## config.mk

```make
export PLATFORM = sky130hd
export DESIGN_NAME = activity_clock_throttle
export DESIGN_NICKNAME = d
export VERILOG_FILES = /design/src/throttle_pkg.sv /design/src/sample_timer.sv /design/src/level_step.sv /design/src/activity_clock_throttle.sv
export SDC_FILE = /design/constraint.sdc
export NUM_CORES = 1
export LEC_CHECK = 0
export ABC_CLOCK_PERIOD_IN_PS = 3300
export BUFFER_PORTS_ARGS = -buffer_cell sky130_fd_sc_hd__buf_4
export CAP_MARGIN = 20
export CORE_MARGIN = 4
export CORE_UTILIZATION = 52
export CTS_BUF_LIST = sky130_fd_sc_hd__clkbuf_2 sky130_fd_sc_hd__clkbuf_4 sky130_fd_sc_hd__clkbuf_8
export CTS_CLUSTER_SIZE = 24
export DETAILED_ROUTE_END_ITERATION = 16
export PLACE_DENSITY_LB_ADDON = 0.3
export SLEW_MARGIN = 30
export SYNTH_ARGS = -nofsm -noshare
export SYNTH_HDL_FRONTEND = slang
export SYNTH_SLANG_ARGS = --single-unit
export TNS_END_PERCENT = 1
```

## constraint.sdc

```tcl
create_clock -name pclk -period 3.3 [get_ports pclk]
set_input_delay 0.495 -clock pclk [delete_from_list [all_inputs] [get_ports pclk]]
set_output_delay 0.495 -clock pclk [all_outputs]
set_load 0.02 [all_outputs]
```

## src/throttle_pkg.sv

```systemverilog
// throttle_pkg: register map, field positions, reset values and timing
// counts for the activity clock throttle.
// assumes a 250 MHz pclk and an apb register port with 32-bit data.
`default_nettype none
package throttle_pkg;
    // register indices; not all are multiples of four, so byte addr = 4*index
    localparam logic [7:0] IDX_IDLE_STEP = 8'hE0;
    localparam logic [7:0] IDX_BUSY_STEP = 8'hE1;
    localparam logic [7:0] IDX_LEVEL = 8'hE2;
    localparam logic [7:0] IDX_CONTROL = 8'hE3;
    localparam logic [7:0] IDX_MASK = 8'hDF;
    localparam logic [7:0] IDX_STATUS = 8'hE5;
    localparam int ADDR_W = 12;
    localparam logic [ADDR_W-1:0] ADDR_IDLE_STEP = {2'h0, IDX_IDLE_STEP, 2'h0};
    localparam logic [ADDR_W-1:0] ADDR_BUSY_STEP = {2'h0, IDX_BUSY_STEP, 2'h0};
    localparam logic [ADDR_W-1:0] ADDR_LEVEL = {2'h0, IDX_LEVEL, 2'h0};
    localparam logic [ADDR_W-1:0] ADDR_CONTROL = {2'h0, IDX_CONTROL, 2'h0};
    localparam logic [ADDR_W-1:0] ADDR_MASK = {2'h0, IDX_MASK, 2'h0};
    localparam logic [ADDR_W-1:0] ADDR_STATUS = {2'h0, IDX_STATUS, 2'h0};

    // mask register bit positions
    localparam int MB_CHIP_SELECT = 0;
    localparam int MB_KEYBOARD = 1;
    localparam int MB_CARD = 2;
    localparam int MB_SERIAL = 3;
    localparam int MB_INTERRUPT = 4;
    localparam int MB_DISK = 5;
    localparam int MB_VIDEO = 6;
    localparam int MB_IO_WINDOW = 7;
    localparam int NUM_SOURCES = 8;

    // control register fields
    localparam int CTL_ENABLE_BIT = 7;
    localparam int CTL_RATE_LSB = 0;
    localparam int RATE_W = 3;

    // reset values
    localparam logic [7:0] MASK_RESET = 8'hEF;
    localparam logic [7:0] CONTROL_RESET = 8'h00;
    localparam logic [7:0] STEP_RESET = 8'h00;
    localparam logic [7:0] LEVEL_RESET = 8'hFF;
    localparam logic [7:0] LEVEL_MIN = 8'h00;
    localparam logic [7:0] LEVEL_MAX = 8'hFF;

    // decoded address windows
    localparam logic [19:0] VID_CGA_LO = 20'hB8000;
    localparam logic [19:0] VID_CGA_HI = 20'hBFFFF;
    localparam logic [19:0] VID_VGA_LO = 20'hA0000;
    localparam logic [19:0] VID_VGA_HI = 20'hAFFFF;
    localparam logic [15:0] DISK_A_LO = 16'h01F0;
    localparam logic [15:0] DISK_A_HI = 16'h01F7;
    localparam logic [15:0] DISK_B_LO = 16'h03F6;
    localparam logic [15:0] DISK_B_HI = 16'h03F7;
    localparam logic [15:0] SER_A = 16'h02E8;
    localparam logic [15:0] SER_B = 16'h02F8;
    localparam logic [15:0] SER_C = 16'h03E8;
    localparam logic [15:0] SER_D = 16'h03F8;
    localparam logic [15:0] SER_WIN_MASK = 16'hFFF8;
    localparam logic [15:0] KBD_PORT = 16'h0060;

    // base sampling period and its cycle count; codes double it
    localparam int CLK_MHZ = 250;
    localparam int BASE_PERIOD_NS = 61035;
    localparam int BASE_PERIOD_CYC = (BASE_PERIOD_NS * CLK_MHZ) / 1000;
    localparam int PERIOD_CNT_W = 24;
endpackage : throttle_pkg
`default_nettype wire

```

## src/sample_timer.sv

```systemverilog
// sample_timer: emits a one-cycle tick at the end of each sampling period.
// assumes the base period count is passed in; codes double the period.
`default_nettype none
module sample_timer #(
    parameter int BASE_CYC = throttle_pkg::BASE_PERIOD_CYC
) (
    input wire logic pclk,
    input wire logic presetn,
    input wire logic run,
    input wire logic [throttle_pkg::RATE_W-1:0] rate_sel,
    output logic tick
);
    import throttle_pkg::*;

    logic [PERIOD_CNT_W-1:0] count_reg;
    logic [PERIOD_CNT_W-1:0] count_next;
    logic [PERIOD_CNT_W-1:0] limit;
    wire at_limit;

    // period doubles per code step: 61 us up to 7.81 ms
    assign limit = PERIOD_CNT_W'(BASE_CYC) << rate_sel;
    assign at_limit = (count_reg >= limit - PERIOD_CNT_W'(1));
    assign count_next = (!run || at_limit) ? '0 : count_reg + 1'b1;
    assign tick = run && at_limit;

    // counter frozen at zero while paused so a restart gives a full period
    always_ff @(posedge pclk or negedge presetn) begin
        if (!presetn) begin
            count_reg <= '0;
        end else begin
            count_reg <= count_next;
        end
    end
endmodule : sample_timer
`default_nettype wire

```

## src/level_step.sv

```systemverilog
// level_step: computes the next activity level for one sampling period.
// purely combinational; the caller holds the level register.
`default_nettype none
module level_step (
    input wire logic [7:0] level,
    input wire logic active,
    input wire logic [7:0] busy_step,
    input wire logic [7:0] idle_step,
    output logic [7:0] level_out
);
    import throttle_pkg::*;

    wire signed [9:0] delta;
    wire signed [9:0] sum;

    // busy step unsigned, idle step two's complement
    assign delta = active ? $signed({2'b00, busy_step})
                          : $signed({{2{idle_step[7]}}, idle_step});
    assign sum = $signed({2'b00, level}) + delta;
    // clamp so no step wraps past either end
    assign level_out = sum < 0 ? LEVEL_MIN
                     : (sum > 10'sd255 ? LEVEL_MAX : sum[7:0]);
endmodule : level_step
`default_nettype wire

```

## src/activity_clock_throttle.sv

```systemverilog
// activity_clock_throttle: activity-driven processor clock throttle with
// apb registers, source decode, sampling timer and hysteresis request.
// assumes bus cycle decode strobes are synchronous one-cycle pulses.
// Functional notes
// Unmasked display buffer memory writes count as activity; mask resets 1.
// Unmasked disk port accesses 1F0-1F7H, 3F6-3F7H count; mask resets 1.
// Unmasked selected interrupt line activity counts; mask resets 0.
// Unmasked serial port window accesses count; mask resets 1.
// Unmasked card controller or card accesses count; mask resets 1.
// Unmasked keyboard port 060H accesses count; mask resets 1.
// Unmasked programmable chip select activity counts; mask resets 1.
// Idle step is signed eight-bit, resets to zero.
// Active periods add the unsigned busy step to the level.
// Eight-bit activity level register resets to FFH.
// Request raised at level 00H, held until level reaches FFH.
// Software pauses sampling before writing level, then re-enables.
// Control bit 7 enables sampling; resets to zero.
// Three-bit rate code picks 61 us up to 7.81 ms period.
// Unmasked programmed I/O range accesses count; mask resets 1.
// Idle periods add the signed idle step to the level.
// Level arithmetic saturates at 00H and FFH.
//
// Register access over APB is this design's own decision.
`default_nettype none
module activity_clock_throttle (
    input wire logic pclk,
    input wire logic presetn,
    input wire logic psel,
    input wire logic penable,
    input wire logic pwrite,
    input wire logic [throttle_pkg::ADDR_W-1:0] paddr,
    input wire logic [31:0] pwdata,
    output logic [31:0] prdata,
    output logic pready,
    output logic pslverr,
    input wire logic mem_write,
    input wire logic io_access,
    input wire logic [19:0] bus_addr,
    input wire logic vga_mode,
    input wire logic irq_activity,
    input wire logic card_activity,
    input wire logic chip_select_activity,
    input wire logic io_window_hit,
    output logic slow_clock_req
);
    import throttle_pkg::*;

    typedef enum logic {REQ_IDLE, REQ_ACTIVE} req_state_t;

    logic [7:0] mask_reg;
    logic [7:0] idle_step_reg;
    logic [7:0] busy_step_reg;
    logic [7:0] level_reg;
    logic [7:0] level_next;
    logic [7:0] control_reg;
    logic [7:0] status_reg;
    logic [7:0] status_next;
    logic seen_reg;
    logic seen_next;
    logic [31:0] prdata_reg;
    logic [31:0] prdata_next;
    req_state_t req_reg;
    req_state_t req_next;

    wire enable;
    wire [RATE_W-1:0] rate_sel;
    wire tick;
    wire [7:0] stepped;
    wire [15:0] io_addr;
    wire [NUM_SOURCES-1:0] raw_hit;
    wire [NUM_SOURCES-1:0] live_hit;
    wire any_live;
    wire vid_hit;
    wire disk_hit;
    wire serial_hit;
    wire kbd_hit;

    // apb access phase decode
    wire access;
    wire wr_en;
    wire rd_en;
    wire rd_setup;
    wire hit_mask;
    wire hit_idle;
    wire hit_busy;
    wire hit_level;
    wire hit_ctl;
    wire hit_status;
    wire mapped;

    assign access = psel && penable;
    assign wr_en = access && pwrite;
    assign rd_en = access && !pwrite;
    // read setup cycle: address already valid, so read data can load early
    assign rd_setup = psel && !penable && !pwrite;
    assign hit_mask = (paddr == ADDR_MASK);
    assign hit_idle = (paddr == ADDR_IDLE_STEP);
    assign hit_busy = (paddr == ADDR_BUSY_STEP);
    assign hit_level = (paddr == ADDR_LEVEL);
    assign hit_ctl = (paddr == ADDR_CONTROL);
    assign hit_status = (paddr == ADDR_STATUS);
    assign mapped = hit_mask || hit_idle || hit_busy || hit_level ||
                    hit_ctl || hit_status;

    // zero wait states; unmapped addresses answer with an error
    assign pready = 1'b1;
    assign pslverr = access && !mapped;
    assign prdata = prdata_reg;

    assign enable = control_reg[CTL_ENABLE_BIT];
    assign rate_sel = control_reg[CTL_RATE_LSB +: RATE_W];
    assign io_addr = bus_addr[15:0];

    // address window decode for the video, disk, serial and keyboard sources
    assign vid_hit = mem_write && (vga_mode ?
        (bus_addr >= VID_VGA_LO && bus_addr <= VID_VGA_HI) :
        (bus_addr >= VID_CGA_LO && bus_addr <= VID_CGA_HI));
    assign disk_hit = io_access &&
        ((io_addr >= DISK_A_LO && io_addr <= DISK_A_HI) ||
         (io_addr >= DISK_B_LO && io_addr <= DISK_B_HI));
    assign serial_hit = io_access &&
        (((io_addr & SER_WIN_MASK) == SER_A) ||
         ((io_addr & SER_WIN_MASK) == SER_B) ||
         ((io_addr & SER_WIN_MASK) == SER_C) ||
         ((io_addr & SER_WIN_MASK) == SER_D));
    assign kbd_hit = io_access && (io_addr == KBD_PORT);

    // raw source vector in mask bit order
    assign raw_hit[MB_CHIP_SELECT] = chip_select_activity;
    assign raw_hit[MB_KEYBOARD] = kbd_hit;
    assign raw_hit[MB_CARD] = card_activity;
    assign raw_hit[MB_SERIAL] = serial_hit;
    assign raw_hit[MB_INTERRUPT] = irq_activity;
    assign raw_hit[MB_DISK] = disk_hit;
    assign raw_hit[MB_VIDEO] = vid_hit;
    assign raw_hit[MB_IO_WINDOW] = io_access && io_window_hit;

    // a set mask bit removes its source from the throttle
    genvar gi;
    generate
        for (gi = 0; gi < NUM_SOURCES; gi++) begin : g_mask
            assign live_hit[gi] = raw_hit[gi] && !mask_reg[gi];
        end
    endgenerate
    assign any_live = |live_hit;

    sample_timer u_timer (
        .pclk(pclk),
        .presetn(presetn),
        .run(enable),
        .rate_sel(rate_sel),
        .tick(tick)
    );

    level_step u_step (
        .level(level_reg),
        .active(seen_reg || any_live),
        .busy_step(busy_step_reg),
        .idle_step(idle_step_reg),
        .level_out(stepped)
    );

    // activity seen this period; a hit in the tick cycle still counts
    assign seen_next = tick ? 1'b0 : (seen_reg || (enable && any_live));

    // level: sampling updates when enabled; software writes only land while
    // paused, otherwise a write could race a sampling tick
    assign level_next = (wr_en && hit_level && !enable) ? pwdata[7:0]
                      : (tick ? stepped : level_reg);

    // sticky raw-activity status, clear on read; only the bits the read
    // reported are cleared, so an event between setup and access survives
    assign status_next = (status_reg &
                          ~((rd_en && hit_status) ? prdata_reg[7:0] : 8'h00)) |
                         raw_hit;

    // hysteresis on the level: assert at floor, release at ceiling
    always_comb begin
        req_next = req_reg;
        unique case (req_reg)
            REQ_IDLE: if (level_reg == LEVEL_MIN) begin
                req_next = REQ_ACTIVE;
            end
            REQ_ACTIVE: if (level_reg == LEVEL_MAX) begin
                req_next = REQ_IDLE;
            end
        endcase
    end
    assign slow_clock_req = (req_reg == REQ_ACTIVE);

    // read mux, loaded at the setup edge so the flopped data already stands
    // in the access phase; this is what makes zero wait states legal
    assign prdata_next = !rd_setup ? prdata_reg :
        hit_mask ? {24'h000000, mask_reg} :
        hit_idle ? {24'h000000, idle_step_reg} :
        hit_busy ? {24'h000000, busy_step_reg} :
        hit_level ? {24'h000000, level_reg} :
        hit_ctl ? {24'h000000, control_reg} :
        hit_status ? {24'h000000, status_reg} : 32'h00000000;

    // software registers
    always_ff @(posedge pclk or negedge presetn) begin
        if (!presetn) begin
            mask_reg <= MASK_RESET;
            idle_step_reg <= STEP_RESET;
            busy_step_reg <= STEP_RESET;
            control_reg <= CONTROL_RESET;
        end else if (wr_en) begin
            if (hit_mask) mask_reg <= pwdata[7:0];
            if (hit_idle) idle_step_reg <= pwdata[7:0];
            if (hit_busy) busy_step_reg <= pwdata[7:0];
            if (hit_ctl) control_reg <= {pwdata[7], 4'h0, pwdata[2:0]};
        end
    end

    // block state
    always_ff @(posedge pclk or negedge presetn) begin
        if (!presetn) begin
            level_reg <= LEVEL_RESET;
            seen_reg <= 1'b0;
            status_reg <= 8'h00;
            req_reg <= REQ_IDLE;
            prdata_reg <= 32'h00000000;
        end else begin
            level_reg <= level_next;
            seen_reg <= seen_next;
            status_reg <= status_next;
            req_reg <= req_next;
            prdata_reg <= prdata_next;
        end
    end
endmodule : activity_clock_throttle
`default_nettype wire

```

== Word-level counts from Yosys, hierarchy flattened ==
Index checks and enable logic that the tools add are counted.
Word-level totals
  register bits: 102
  latch bits: 0
  memory bits (writable): 0
  ROM bits: 0
  output and inout bits: 35
  logic and storage cells: 118
  memories kept: 0
Operators by class
  $add $sub $neg: 3
  multiply operators: 0
  div/mod/pow operators: 0
  $lt $le $gt $ge: 11
  eq/ne operators: 12
  shift operators: 1
  muxes and demuxes: 18
  bitwise gates (word level): 4
  reductions and logical operators: 59
Operator list (number)
  $mux W8: 11
  $eq A12 B10 Y1 const B: 6
  $eq A13 B7 Y1 const B: 4
  $ge A20 B20 Y1 const B: 2
  $le A20 B20 Y1 const B: 2
  $logic_and A1 B1 Y1: 28
  $add A24 B1 Y24 const B: 1
  $ge A24 B24 Y1: 1
  $mux W24: 1
  $shl A14 B3 Y24 const A: 1
  $sub A24 B1 Y24 const B: 1
  $eq A16 B7 Y1 const B: 1
  $ge A16 B10 Y1 const B: 1
  $ge A16 B9 Y1 const B: 1
  $le A16 B10 Y1 const B: 1
  $le A16 B9 Y1 const B: 1
  $logic_not A1 Y1: 12
  $logic_or A1 B1 Y1: 12
  $add A9 B10 Y10: 1
  $gt A10 B9 Y1 const B: 1
  $lt A10 B1 Y1 const B: 1
  $mux W10: 1
  $and A8 B8 Y8: 1
  $eq A8 B8 Y1 const B: 1
  9 further kinds: 15

== Longest topological paths before layout ==
Gate-level depths: netlist (run 1).
  depth in word-level cells: 15
  gate-level depth with buffers: 14

== Cells and area by module ==
From an unflattened synthesis (run 1), not the netlist that was laid out.
Second synthesis, totals
  cells, all modules: 586
  area total of the unflattened synthesis: 5773.0 um^2
By module, submodules not included
  activity_clock_throttle: times used 1, cells an instance 306, area each 3206.8 um^2
  sample_timer: times used 1, cells an instance 206, area each 1990.7 um^2
  level_step: times used 1, cells an instance 74, area each 575.6 um^2

== Least setup slack after synthesis (run 1) ==
Ideal clock, no wire load.
  path type: in2reg
  start: input bus_addr[10]
  end: register level_reg[7]
  setup time: 0.091 ns
  arrival time: 4.136 ns
  required time: 3.209 ns
  path slack: -0.927 ns
  stages on the path: 14
  path buffers: 1
  cells stage by stage: or4_4 > or4_4 > o311a_2 > nand3b_2 > mux2_2 > ha_1 > fa_1 > nand3_1 > a21o_1 > a31o_2 > o21ba_2 > clkdlybuf4s25_2 > a221oi_1 > o211ai_1
Between the ends
  cells in the longest elaborated chain, start to end: 15
RTL lines
  from (decl): line activity_clock_throttle.sv:38  | input wire logic [19:0] bus_addr,
  parallel branches: the longest is 6 deep, another holds $ge A20 B20 Y1
  $reduce_or A8 Y1 *: line activity_clock_throttle.sv:145  | assign any_live = |live_hit;
  $logic_or A1 B1 Y1 *: line activity_clock_throttle.sv:157  | .active(seen_reg || any_live),
  $mux W10 *: line level_step.sv:17  | assign delta = active ? $signed({2'b00, busy_step})
  $add A9 B10 Y10 *: line level_step.sv:19  | assign sum = $signed({2'b00, level}) + delta;
  $gt A10 B9 Y1: line level_step.sv:22  | : (sum > 10'sd255 ? LEVEL_MAX : sum[7:0]);
  $mux W8: line level_step.sv:22
  $mux W8 *: line level_step.sv:21  | assign level_out = sum < 0 ? LEVEL_MIN
  $mux W8 *: line activity_clock_throttle.sv:169  | : (tick ? stepped : level_reg);
  $mux W8 *: line activity_clock_throttle.sv:168  | assign level_next = (wr_en && hit_level && !enable) ? pwdata[7:0]
  to (signal assigned): line activity_clock_throttle.sv:225  | level_reg <= level_next;
  to (decl): line activity_clock_throttle.sv:53  | logic [7:0] level_reg;
Every way passes the cells marked *. The select of a mux whose other input is x is not followed.
A chain may end at the register's enable or synchronous reset.

== Final worst setup path (run 1) ==
  start: input bus_addr[10]
  end: register level_reg[3]
Same word-level chain as after synthesis.

==> metrics.txt, run 1 <==
status finished, violations left; violated checks setup timing; top post-synthesis cells by area dfrtp_1 (30%), ha_1 (9.0%), mux2_2 (8.7%); worst-path fanout max 8; setup slack, reg-to-reg 0.02 ns; cells along the critical path buf_6 -> or4_4 -> or4_4 -> o311a_4 -> nand3b_4 -> mux2_4 -> ha_4 -> a21o_1 -> nand4_1 -> a31oi_4 -> o31ai_2 -> a311o_4 -> o211ai_1; slowest CP cell or4_4; Avg Inst Size Synth 9.81 um2; Setup crit start kind primary input; clk buf depth 2; routed vias 4538; cts hold-fix bufs 0; DRC Markers 0; Total GRT Usage 23.7%; routed vias/inst 5.85; Slew Viols, Final 0; CTS Root Cell clkbuf_8; vias in the first global route 4466; Detailed Route WL between 10000 and 15000 um; max reg flops 24; Area growth syn-to-layout 23.5%; first-pass GRT wire length 22000 um; Mapped Area 0.00531 mm2; Placer Congestion 0.962; # IOs 111; HPWL Detailed a little over 10000 um; number of CTS-inserted buffers 9; VDD IR max 0.000297 V; WL per Instance 17.9 um; H-tree depth 3; Post-synth top cells dfrtp_1 (63), nand2_1 (61), mux2_2 (41), nor2_1 (41), ha_1 (38); slowest cell delay on critical path 0.52 ns; Lkg Pwr 2.89 nW; largest net degree at the start of global routing 79; Hold Path Class in2async; Port Buffers 61; Pwr Total between 0.002 and 0.0025 W; number of hold violations in the final report 0; utilization after layout approximately two thirds; post-synthesis sequential area ratio 37.1%; Antenna Cells 0; CTS tree yes; Slew Limit Headroom 52.4%; fin worst setup slack -0.435 ns; Die Y 109 um; NumNets Final 753; clk_lat worst skew 0.37 ns; clock skew 0.0117 ns; Pwr Density 321 mW/mm2; most common cell in the netlist dfrtp_1; dominant cell type by area after synthesis dfrtp_1; clk sink count 78; Slew @ Worst Pin 0.714 ns; number of cell rows 36; final setup fails 8; dominant synthesized flop cell dfrtp_1; fmax 0.268 GHz; RSZ-0062 raised after global routing yes; core box area 0.00986 mm2; WS Path Type in2reg; Async SR Flop Fraction 100%; #FFs+latches synth just under 80; cells on worst reg2reg path 12; max_cap viols 0; Post-Syn Instances 541; Buf/Inv on CP 1; pre-CTS WS -0.855 ns; GRT overflow 0; Reg clk slew, reported paths 0.09 ns; Yosys Warn Count 0; DRT iter0 DRCs 290; initial core utilization 53.8%; Post-synth EDFFs 0; minimum clock period 3.74 ns; initial antenna violation count 0; DIE AREA 0.0119 mm2; Die W approximately 110 um; worst reg2reg startpoint mask_reg[0]$_DFFE_PN1P_; CP Data Required Time 3.58 ns; cell family contributing the most delay on the critical path compound AO/OA/AOI/OAI gates; worst endpoint data arrival time 4.02 ns; Crit path top cell by count or4_4; reg2reg end level_reg[3]$_DFFE_PN1P_; Antenna Nets Post-Route 0; Final period util 113%; post-route setup TNS -3.38 ns; Synth cell types 67; top cell type's share of synthesized area 29.7%; nature of the critical path endpoint register; first drt pass iteration count 7; share of layout cells above drive strength 1 around a third; fill count 754
[timing repair]
action,4_1_cts,5_1_grt
gates cloned,0,0
setup buffers,1,1
pin swaps,11,5
setup endpoints to repair,8,26
endpoints found under the hold margin,0,0
resized for setup,13,7
[layout make-up]
class                   count  area, um2  area share (%)
multi-input cells         437       3320            50.6
flip-flops and latches     78       1970            30.1
repair buffers            102        790            12.0
well taps                 133        166            2.54
clock buffers              11        145            2.21
clock inverters             5        129            1.97
inverters                  10       37.5           0.573
[worst max-delay path by stage]
| stage | start | endpoint | slack [ns] | cells after the start |
|---|---|---|---|---|
| 5_1_grt | bus_addr[10] | level_reg[5]$_DFFE_PN1P_ | -0.54 | 13 |
| 3_3_place_gp | bus_addr[10] | level_reg[7]$_DFFE_PN1P_ | -0.77 | 14 |
| 2_1_floorplan | bus_addr[10] | level_reg[0]$_DFFE_PN1P_ | -0.60 | 14 |
| 6_report | bus_addr[10] | level_reg[3]$_DFFE_PN1P_ | -0.44 | 13 |
| 3_5_place_dp | bus_addr[10] | level_reg[5]$_DFFE_PN1P_ | -0.86 | 13 |
| 4_1_cts | bus_addr[10] | level_reg[3]$_DFFE_PN1P_ | -0.37 | 13 |
[cell families after synthesis]
| group | synth area share (%) |
|---|---|
| AOI/OAI and AO/OA | 15.7 |
| xor gates and xnor gates | 4.62 |
| adders and majority gates | 9.34 |
| buffers and inverters | 6.06 |
| DFF | 37.1 |
| muxes | 9.27 |
| other | 0.142 |
| and+or+nand+nor | 17.7 |
[cells in the final DEF (no fill, tap or decap), types with 4 or more instances in the layout]
cell       synthesis  final
buf_4             26     98
dfrtp_1           63     63
nand2_1           61     60
nor2_1            41     41
mux2_2            41     39
ha_1              38     32
conb_1             2     28
a21oi_1           21     20
o21ai_0           17     17
o211ai_1          17     17
xor2_1            16     16
nand3_1           16     15
dfstp_2           15     15
a21o_1            13     13
xnor2_1           12     12
inv_1             10     10
nand4_1           10     10
clkbuf_8           0     10
nor3_1             9      9
nor4_1             8      7
ha_4               0      6
a221oi_1           6      5
a211oi_2           0      5
nand2b_1           4      4
and2_1             4      4
a22o_1             4      4
a222oi_1           4      4
bufinv_16          0      4
[per-layer routing]
layer,share of wire [%],GRT usage [%]
met1,47,33.8
met2,44,35.4
met3,6.2,5.15
met4,2.6,8.57
met5,0,0
[through the flow]
step / instances / hold WS [ns] / cell area (um2)
detailed placement: 758 / 0.470 / 6130
CTS: 775 / 0.301 / 6480
floorplan: 567 / 0.199 / 5480
global route: 776 / 0.193 / 6550
finish: 776 / 0.141 / 6550
global placement: 758 / 0.469 / 6130
[power by group]
part | total (W) | internal, W | switching, W
Sequential | 0.000963 | 0.000960 | 0.00000328
Clock | 0.000985 | 0.000611 | 0.000374
Combinational | 0.000158 | 0.0000670 | 0.0000912
Power figures use the tool's default switching activity.
==> inputs of run 2 (changes only) <==
SKIP_CTS_REPAIR_TIMING = 1   (was default)
==> run 2 against run 1 <==
Effect of this change: the run still ends with setup timing left; clock power about the same; sequential cell count unchanged; cell area down 1.4%; cell count down 0.26%; sequential power about the same; register-to-register slack better by 0.05 ns; critical endpoint unchanged.
==> metrics.txt, run 2 (synthesized netlist as in run 1, its figures left out) <==
status finished, violations left; violated checks setup timing; worst reg2reg startpoint mask_reg[0]$_DFFE_PN1P_; logic gate share of total power 7.4% (about the same); share of layout cells above drive strength 1 31.5% (-1.3 points); Internal 0.00164 W (about the same); nature of the critical path endpoint register; core box area 0.00986 mm2 (unchanged); clk_lat worst skew 0.37 ns (about the same); number of CTS-inserted buffers 9 (unchanged); power share of the clock group 46.9% (about the same); crit path launch bus_addr[10]; post-route setup TNS -3.34 ns (+0.0447 ns); Setup crit start kind primary input; Placer Congestion 0.962 (unchanged); DRC Markers 0 (unchanged); dpl cell area 0.00613 mm2 (unchanged); Most Crowded Layer GR met2; clk buf depth 2 (unchanged); Reg power frac 45.7% (about the same); GRT met1 Usage 33.5% (-0.30 points); Final period util 113% (+0.17 points); Detailed Route WL 13600 um (-2.1%); Antenna Nets Post-Route 0 (unchanged); RSZ-0062 raised after global routing yes; DIE AREA 0.0119 mm2 (unchanged); Lkg Pwr 2.88 nW (-0.26%); routed vias 4490 (-1.1%); WS Path Type in2reg; met3 Usage GRT 5.57% (+0.41 points); NumNets Final 751 (-0.27%); minimum clock period 3.74 ns (+0.00549 ns); Die W 109 um (unchanged); most frequent cells in the layout buf_4 (98), dfrtp_1 (63), nand2_1 (60); # IOs 111 (unchanged); cell area after layout 0.00646 mm2 (-1.4%); Hold Path Class in2async; first drt pass iteration count 5 (-2); Area growth syn-to-layout 21.8%; Reg clk slew, reported paths 0.09 ns (about the same); HPWL Detailed 10200 um (unchanged); routed vias/inst 5.80 (-0.80%); DRT iter0 DRCs 324 (+12%); max reg flops 24 (unchanged); utilization after layout 65.5% (-0.90 points); largest net degree at the start of global routing 79 (unchanged); vias in the first global route 4430 (-0.81%); number of hold violations in the final report 0 (unchanged); final setup fails 8 (unchanged); met2 Use GR 35.3% (-0.18 points); Switch Pwr 0.000469 W (+0.14%); Total GRT Usage 23.5% (-0.16 points); Port Buffers 61 (unchanged); CTS tree yes; Slew Limit Headroom 52.8% (+0.42 points); Switching Fraction 22.3% (+0.033 points); first-pass GRT wire length 21900 um (-0.44%); clock skew 0.0120 ns (+0.000339 ns); CTS Root Cell clkbuf_8; fmax 0.267 GHz (-0.15%); GRT overflow 0 (unchanged); VDD IR max 0.000296 V (-0.38%); Slew Viols, Final 0 (unchanged); Pwr Density 326 mW/mm2 (+1.4%); max_cap viols 0 (unchanged); worst-path fanout max 8 (unchanged); initial antenna violation count 0 (unchanged); Die Y 109 um (unchanged); H-tree depth 3 (unchanged); WL per Instance 17.6 um (-1.8%); Antenna Cells 0 (unchanged); worst endpoint data arrival time 4.02 ns (about the same); CP Data Required Time 3.58 ns (about the same); number of cell rows 36 (unchanged); clk sink count 78 (unchanged); initial core utilization 53.8% (unchanged); Slew @ Worst Pin 0.707 ns (-0.00627 ns); commonest non-fill, non-tap cell in the layout buf_4; fin worst setup slack -0.441 ns (-0.00549 ns)
## run 2: changes by cell type in the layout (fill, tap and decap cells not counted), sizes merged
cell  before  now
buf      102  100
## run 2: power by group through the flow
stage	Combinational, W	Clock, W	Sequential [W]
floorplan	0.0000848	0	0.000981
global placement	0.000151	0	0.000981
detailed placement	0.000155	0	0.000981
CTS	0.000155	0.000995	0.000963
global route	0.000171	0.00104	0.000963
finish	0.000156	0.000987	0.000963
## run 2: layout make-up
type                       count  area (um2)
timing repair buffer         100         767
clock inverter                 5         129
clock buffer                  11         145
multi-input combinational    437        3250
fill                         770        3400
sequential                    78        1970
tap                          133         166
inverter                      10        37.5
## run 2: worst paths after layout
path                            slack, ns                              end  depth (start not counted)
worst max-delay path                -0.44         level_reg[3]$_DFFE_PN1P_                         12
worst min-delay path                 0.14  u_timer.count_reg[12]$_DFF_PN0_                          1
worst max register to register       0.07         level_reg[3]$_DFFE_PN1P_                         12
worst min register to register       0.49          status_reg[6]$_DFF_PN0_                          1
max in group asynchronous            2.65     busy_step_reg[6]$_DFFE_PN0P_                          1
min in group pclk                    0.31          status_reg[2]$_DFF_PN0_                          2
## run 2: per-stage QoR
stage / cells / hold WS [ns] / setup WS, ns / power [W]
2_1_floorplan: 567 / 0.199 / -0.597 / 0.00107
3_3_place_gp: 758 / 0.469 / -0.774 / 0.00113
3_5_place_dp: 758 / 0.470 / -0.855 / 0.00114
4_1_cts: 774 / 0.301 / -0.485 / 0.00211
5_1_grt: 774 / 0.193 / -0.533 / 0.00218
6_report: 774 / 0.139 / -0.441 / 0.00211
## run 2: critical path: stages
cell	delay, ns
buf_4	0.11
or4_4	0.52
or4_4	0.50
o311a_4	0.38
nand3b_4	0.15
mux2_2	0.37
ha_1	0.35
nand4_1	0.20
a31oi_4	0.25
o31ai_2	0.11
a311o_4	0.37
o211ai_1	0.21
## run 2: per-layer routing
| layer | routed length (um) | vias to the layer above | part of all wire, % |
|---|---|---|---|
| met5 | 0 | - | 0 |
| met4 | 291 | 0 | 2.1 |
| met3 | 869 | 31 | 6.4 |
| met2 | 6090 | 160 | 45 |
| met1 | 6350 | 2170 | 47 |
| li1 | - | 2129 | - |
==> inputs of run 3 (changes only) <==
GPL_TIMING_DRIVEN = 0   (was default)
SETUP_SLACK_MARGIN = 0.1   (was default)
==> run 3 against run 2 <==
Effect of this change: the flow still finishes with violations (setup timing); critical path type unchanged; sequential share of layout area down 0.60 points; clock skew fell by 0.0051 ns; core utilization increased by 1.3 points; maximum frequency fell by 4.6%; total power down 7.4%; worst hold slack better by 0.020 ns.
==> metrics.txt, run 3 (synthesized netlist as in run 1, its figures left out) <==
Total GRT Usage 22.8% (-0.75 points); nature of the critical path endpoint register; WL per Instance 17.2 um (-2.2%); utilization after layout 66.9% (+1.3 points); fmax 0.255 GHz (-4.6%); Setup crit start kind primary input; VDD IR max 0.000308 V (+4.0%); CP Data Required Time 3.58 ns (about the same); DRT iter0 DRCs 278 (-14%); Port Buffers 59 (-3.3%); clock skew 0.00692 ns (-0.00509 ns); fin worst setup slack -0.623 ns (-0.182 ns); first drt pass iteration count 5 (unchanged); pre-CTS WS -0.968 ns (-0.113 ns); Slew @ Worst Pin 0.716 ns (+0.00887 ns); Pwr Density 296 mW/mm2 (-9.2%); worst endpoint data arrival time 4.20 ns (+0.18 ns); first-pass GRT wire length 21200 um (-3.1%); Final Instance Count excl. Fillers 782 (+1.0%); Slew Limit Headroom 51.9% (-0.95 points); clk_lat worst skew 0.36 ns (about the same); share of layout cells above drive strength 1 33.0% (+1.5 points); max reg flops 24 (unchanged); minimum clock period 3.92 ns (+0.182 ns); most frequent cells in the layout buf_4 (90), dfrtp_1 (63), nand2_1 (60); initial core utilization 53.8% (unchanged); H-tree depth 3 (unchanged); worst-path fanout max 8 (unchanged); Detailed Route WL 13400 um (-1.2%); DIE AREA 0.0119 mm2 (unchanged); core box area 0.00986 mm2 (unchanged); largest net degree at the start of global routing 79 (unchanged); cells on worst reg2reg path 12 (unchanged); reg2reg end level_reg[2]$_DFFE_PN1P_; fill count 757 (-1.7%); Min Hold Slack 0.159 ns (+0.0200 ns); WS Path Type in2reg; max_cap viols 0 (unchanged); clk sink count 78 (unchanged); Slew Viols, Final 0 (unchanged); clk buf depth 2 (unchanged); vias in the first global route 4311 (-2.7%); Hold Path Class in2async; Die Y 109 um (unchanged); CTS tree yes; initial antenna violation count 0 (unchanged); Pwr Total 0.00195 W (-7.4%); violated checks setup timing; Die W 109 um (unchanged); number of cell rows 36 (unchanged); number of CTS-inserted buffers 9 (unchanged); DRC Markers 0 (unchanged); CTS Root Cell clkbuf_8; Placer Congestion 0.889 (-7.6%); commonest non-fill, non-tap cell in the layout buf_4; Antenna Cells 0 (unchanged); GRT overflow 0 (unchanged); final setup fails 8 (unchanged); Area growth syn-to-layout 24.3%; worst reg2reg startpoint mask_reg[0]$_DFFE_PN1P_; routed vias 4539 (+1.1%); Lkg Pwr 2.89 nW (+0.21%); routed vias/inst 5.80 (about the same); HPWL Detailed 9950 um (-2.6%); NumNets Final 759 (+1.1%); Final period util 119% (+5.5 points); RSZ-0062 raised after global routing yes; status finished, violations left; number of hold violations in the final report 0 (unchanged); placed cell count 759 (+0.13%); Reg clk slew, reported paths 0.08 ns (about the same); # IOs 111 (unchanged); Antenna Nets Post-Route 0 (unchanged); setup slack, reg-to-reg -0.10 ns (-0.17 ns)
## run 3: layout make-up
cell class,count,area [um2],share of cell area (%)
Inverter,10,37.5,0.569
Clock inverter,5,81.3,1.23
Multi-Input combinational cell,437,3390,51.3
Clock buffer,11,145,2.20
Tap cell,133,166,2.52
Buffer,42,302,4.57
Timing Repair Buffer,66,507,7.68
Sequential cell,78,1970,29.9
## run 3: per-layer routing
layer,global-route usage [%],wire (um)
met1,31.9,5920
met2,36.3,6490
met3,4.68,886
met4,5.50,131
met5,0,0
## run 3: through the flow
step | setup TNS, ns | area, um2
6_report | -4.83 | 6600
3_5_place_dp | -10.91 | 6100
4_1_cts | -8.80 | 6330
5_1_grt | -5.35 | 6600
3_3_place_gp | -9.45 | 6090
2_1_floorplan | -4.77 | 5480
## run 3: how the worst max path moves through the flow
stage	start	endpoint	slack, ns	cells after the start
finish	bus_addr[11]	level_reg[2]$_DFFE_PN1P_	-0.62	13
global route	bus_addr[14]	level_reg[7]$_DFFE_PN1P_	-0.69	12
CTS	bus_addr[10]	level_reg[2]$_DFFE_PN1P_	-0.62	14
detailed placement	bus_addr[10]	level_reg[2]$_DFFE_PN1P_	-0.97	14
floorplan	bus_addr[10]	level_reg[0]$_DFFE_PN1P_	-0.60	14
global placement	bus_addr[10]	level_reg[3]$_DFFE_PN1P_	-0.94	15
## run 3: critical path: stages
cell and delay [ns]:
buf_6 0.09, or4_4 0.53, or4_4 0.53, o311a_4 0.41
nand3b_4 0.17, mux2_4 0.35, ha_4 0.26, a21o_1 0.16
nand4_1 0.18, a31oi_4 0.25, o31ai_4 0.09, a311o_4 0.48
o211ai_1 0.20
## run 3: where the power goes
group	switching (W)	internal, W
registers	0.00000285	0.000960
logic	0.0000959	0.0000795
clock network	0.000357	0.000456
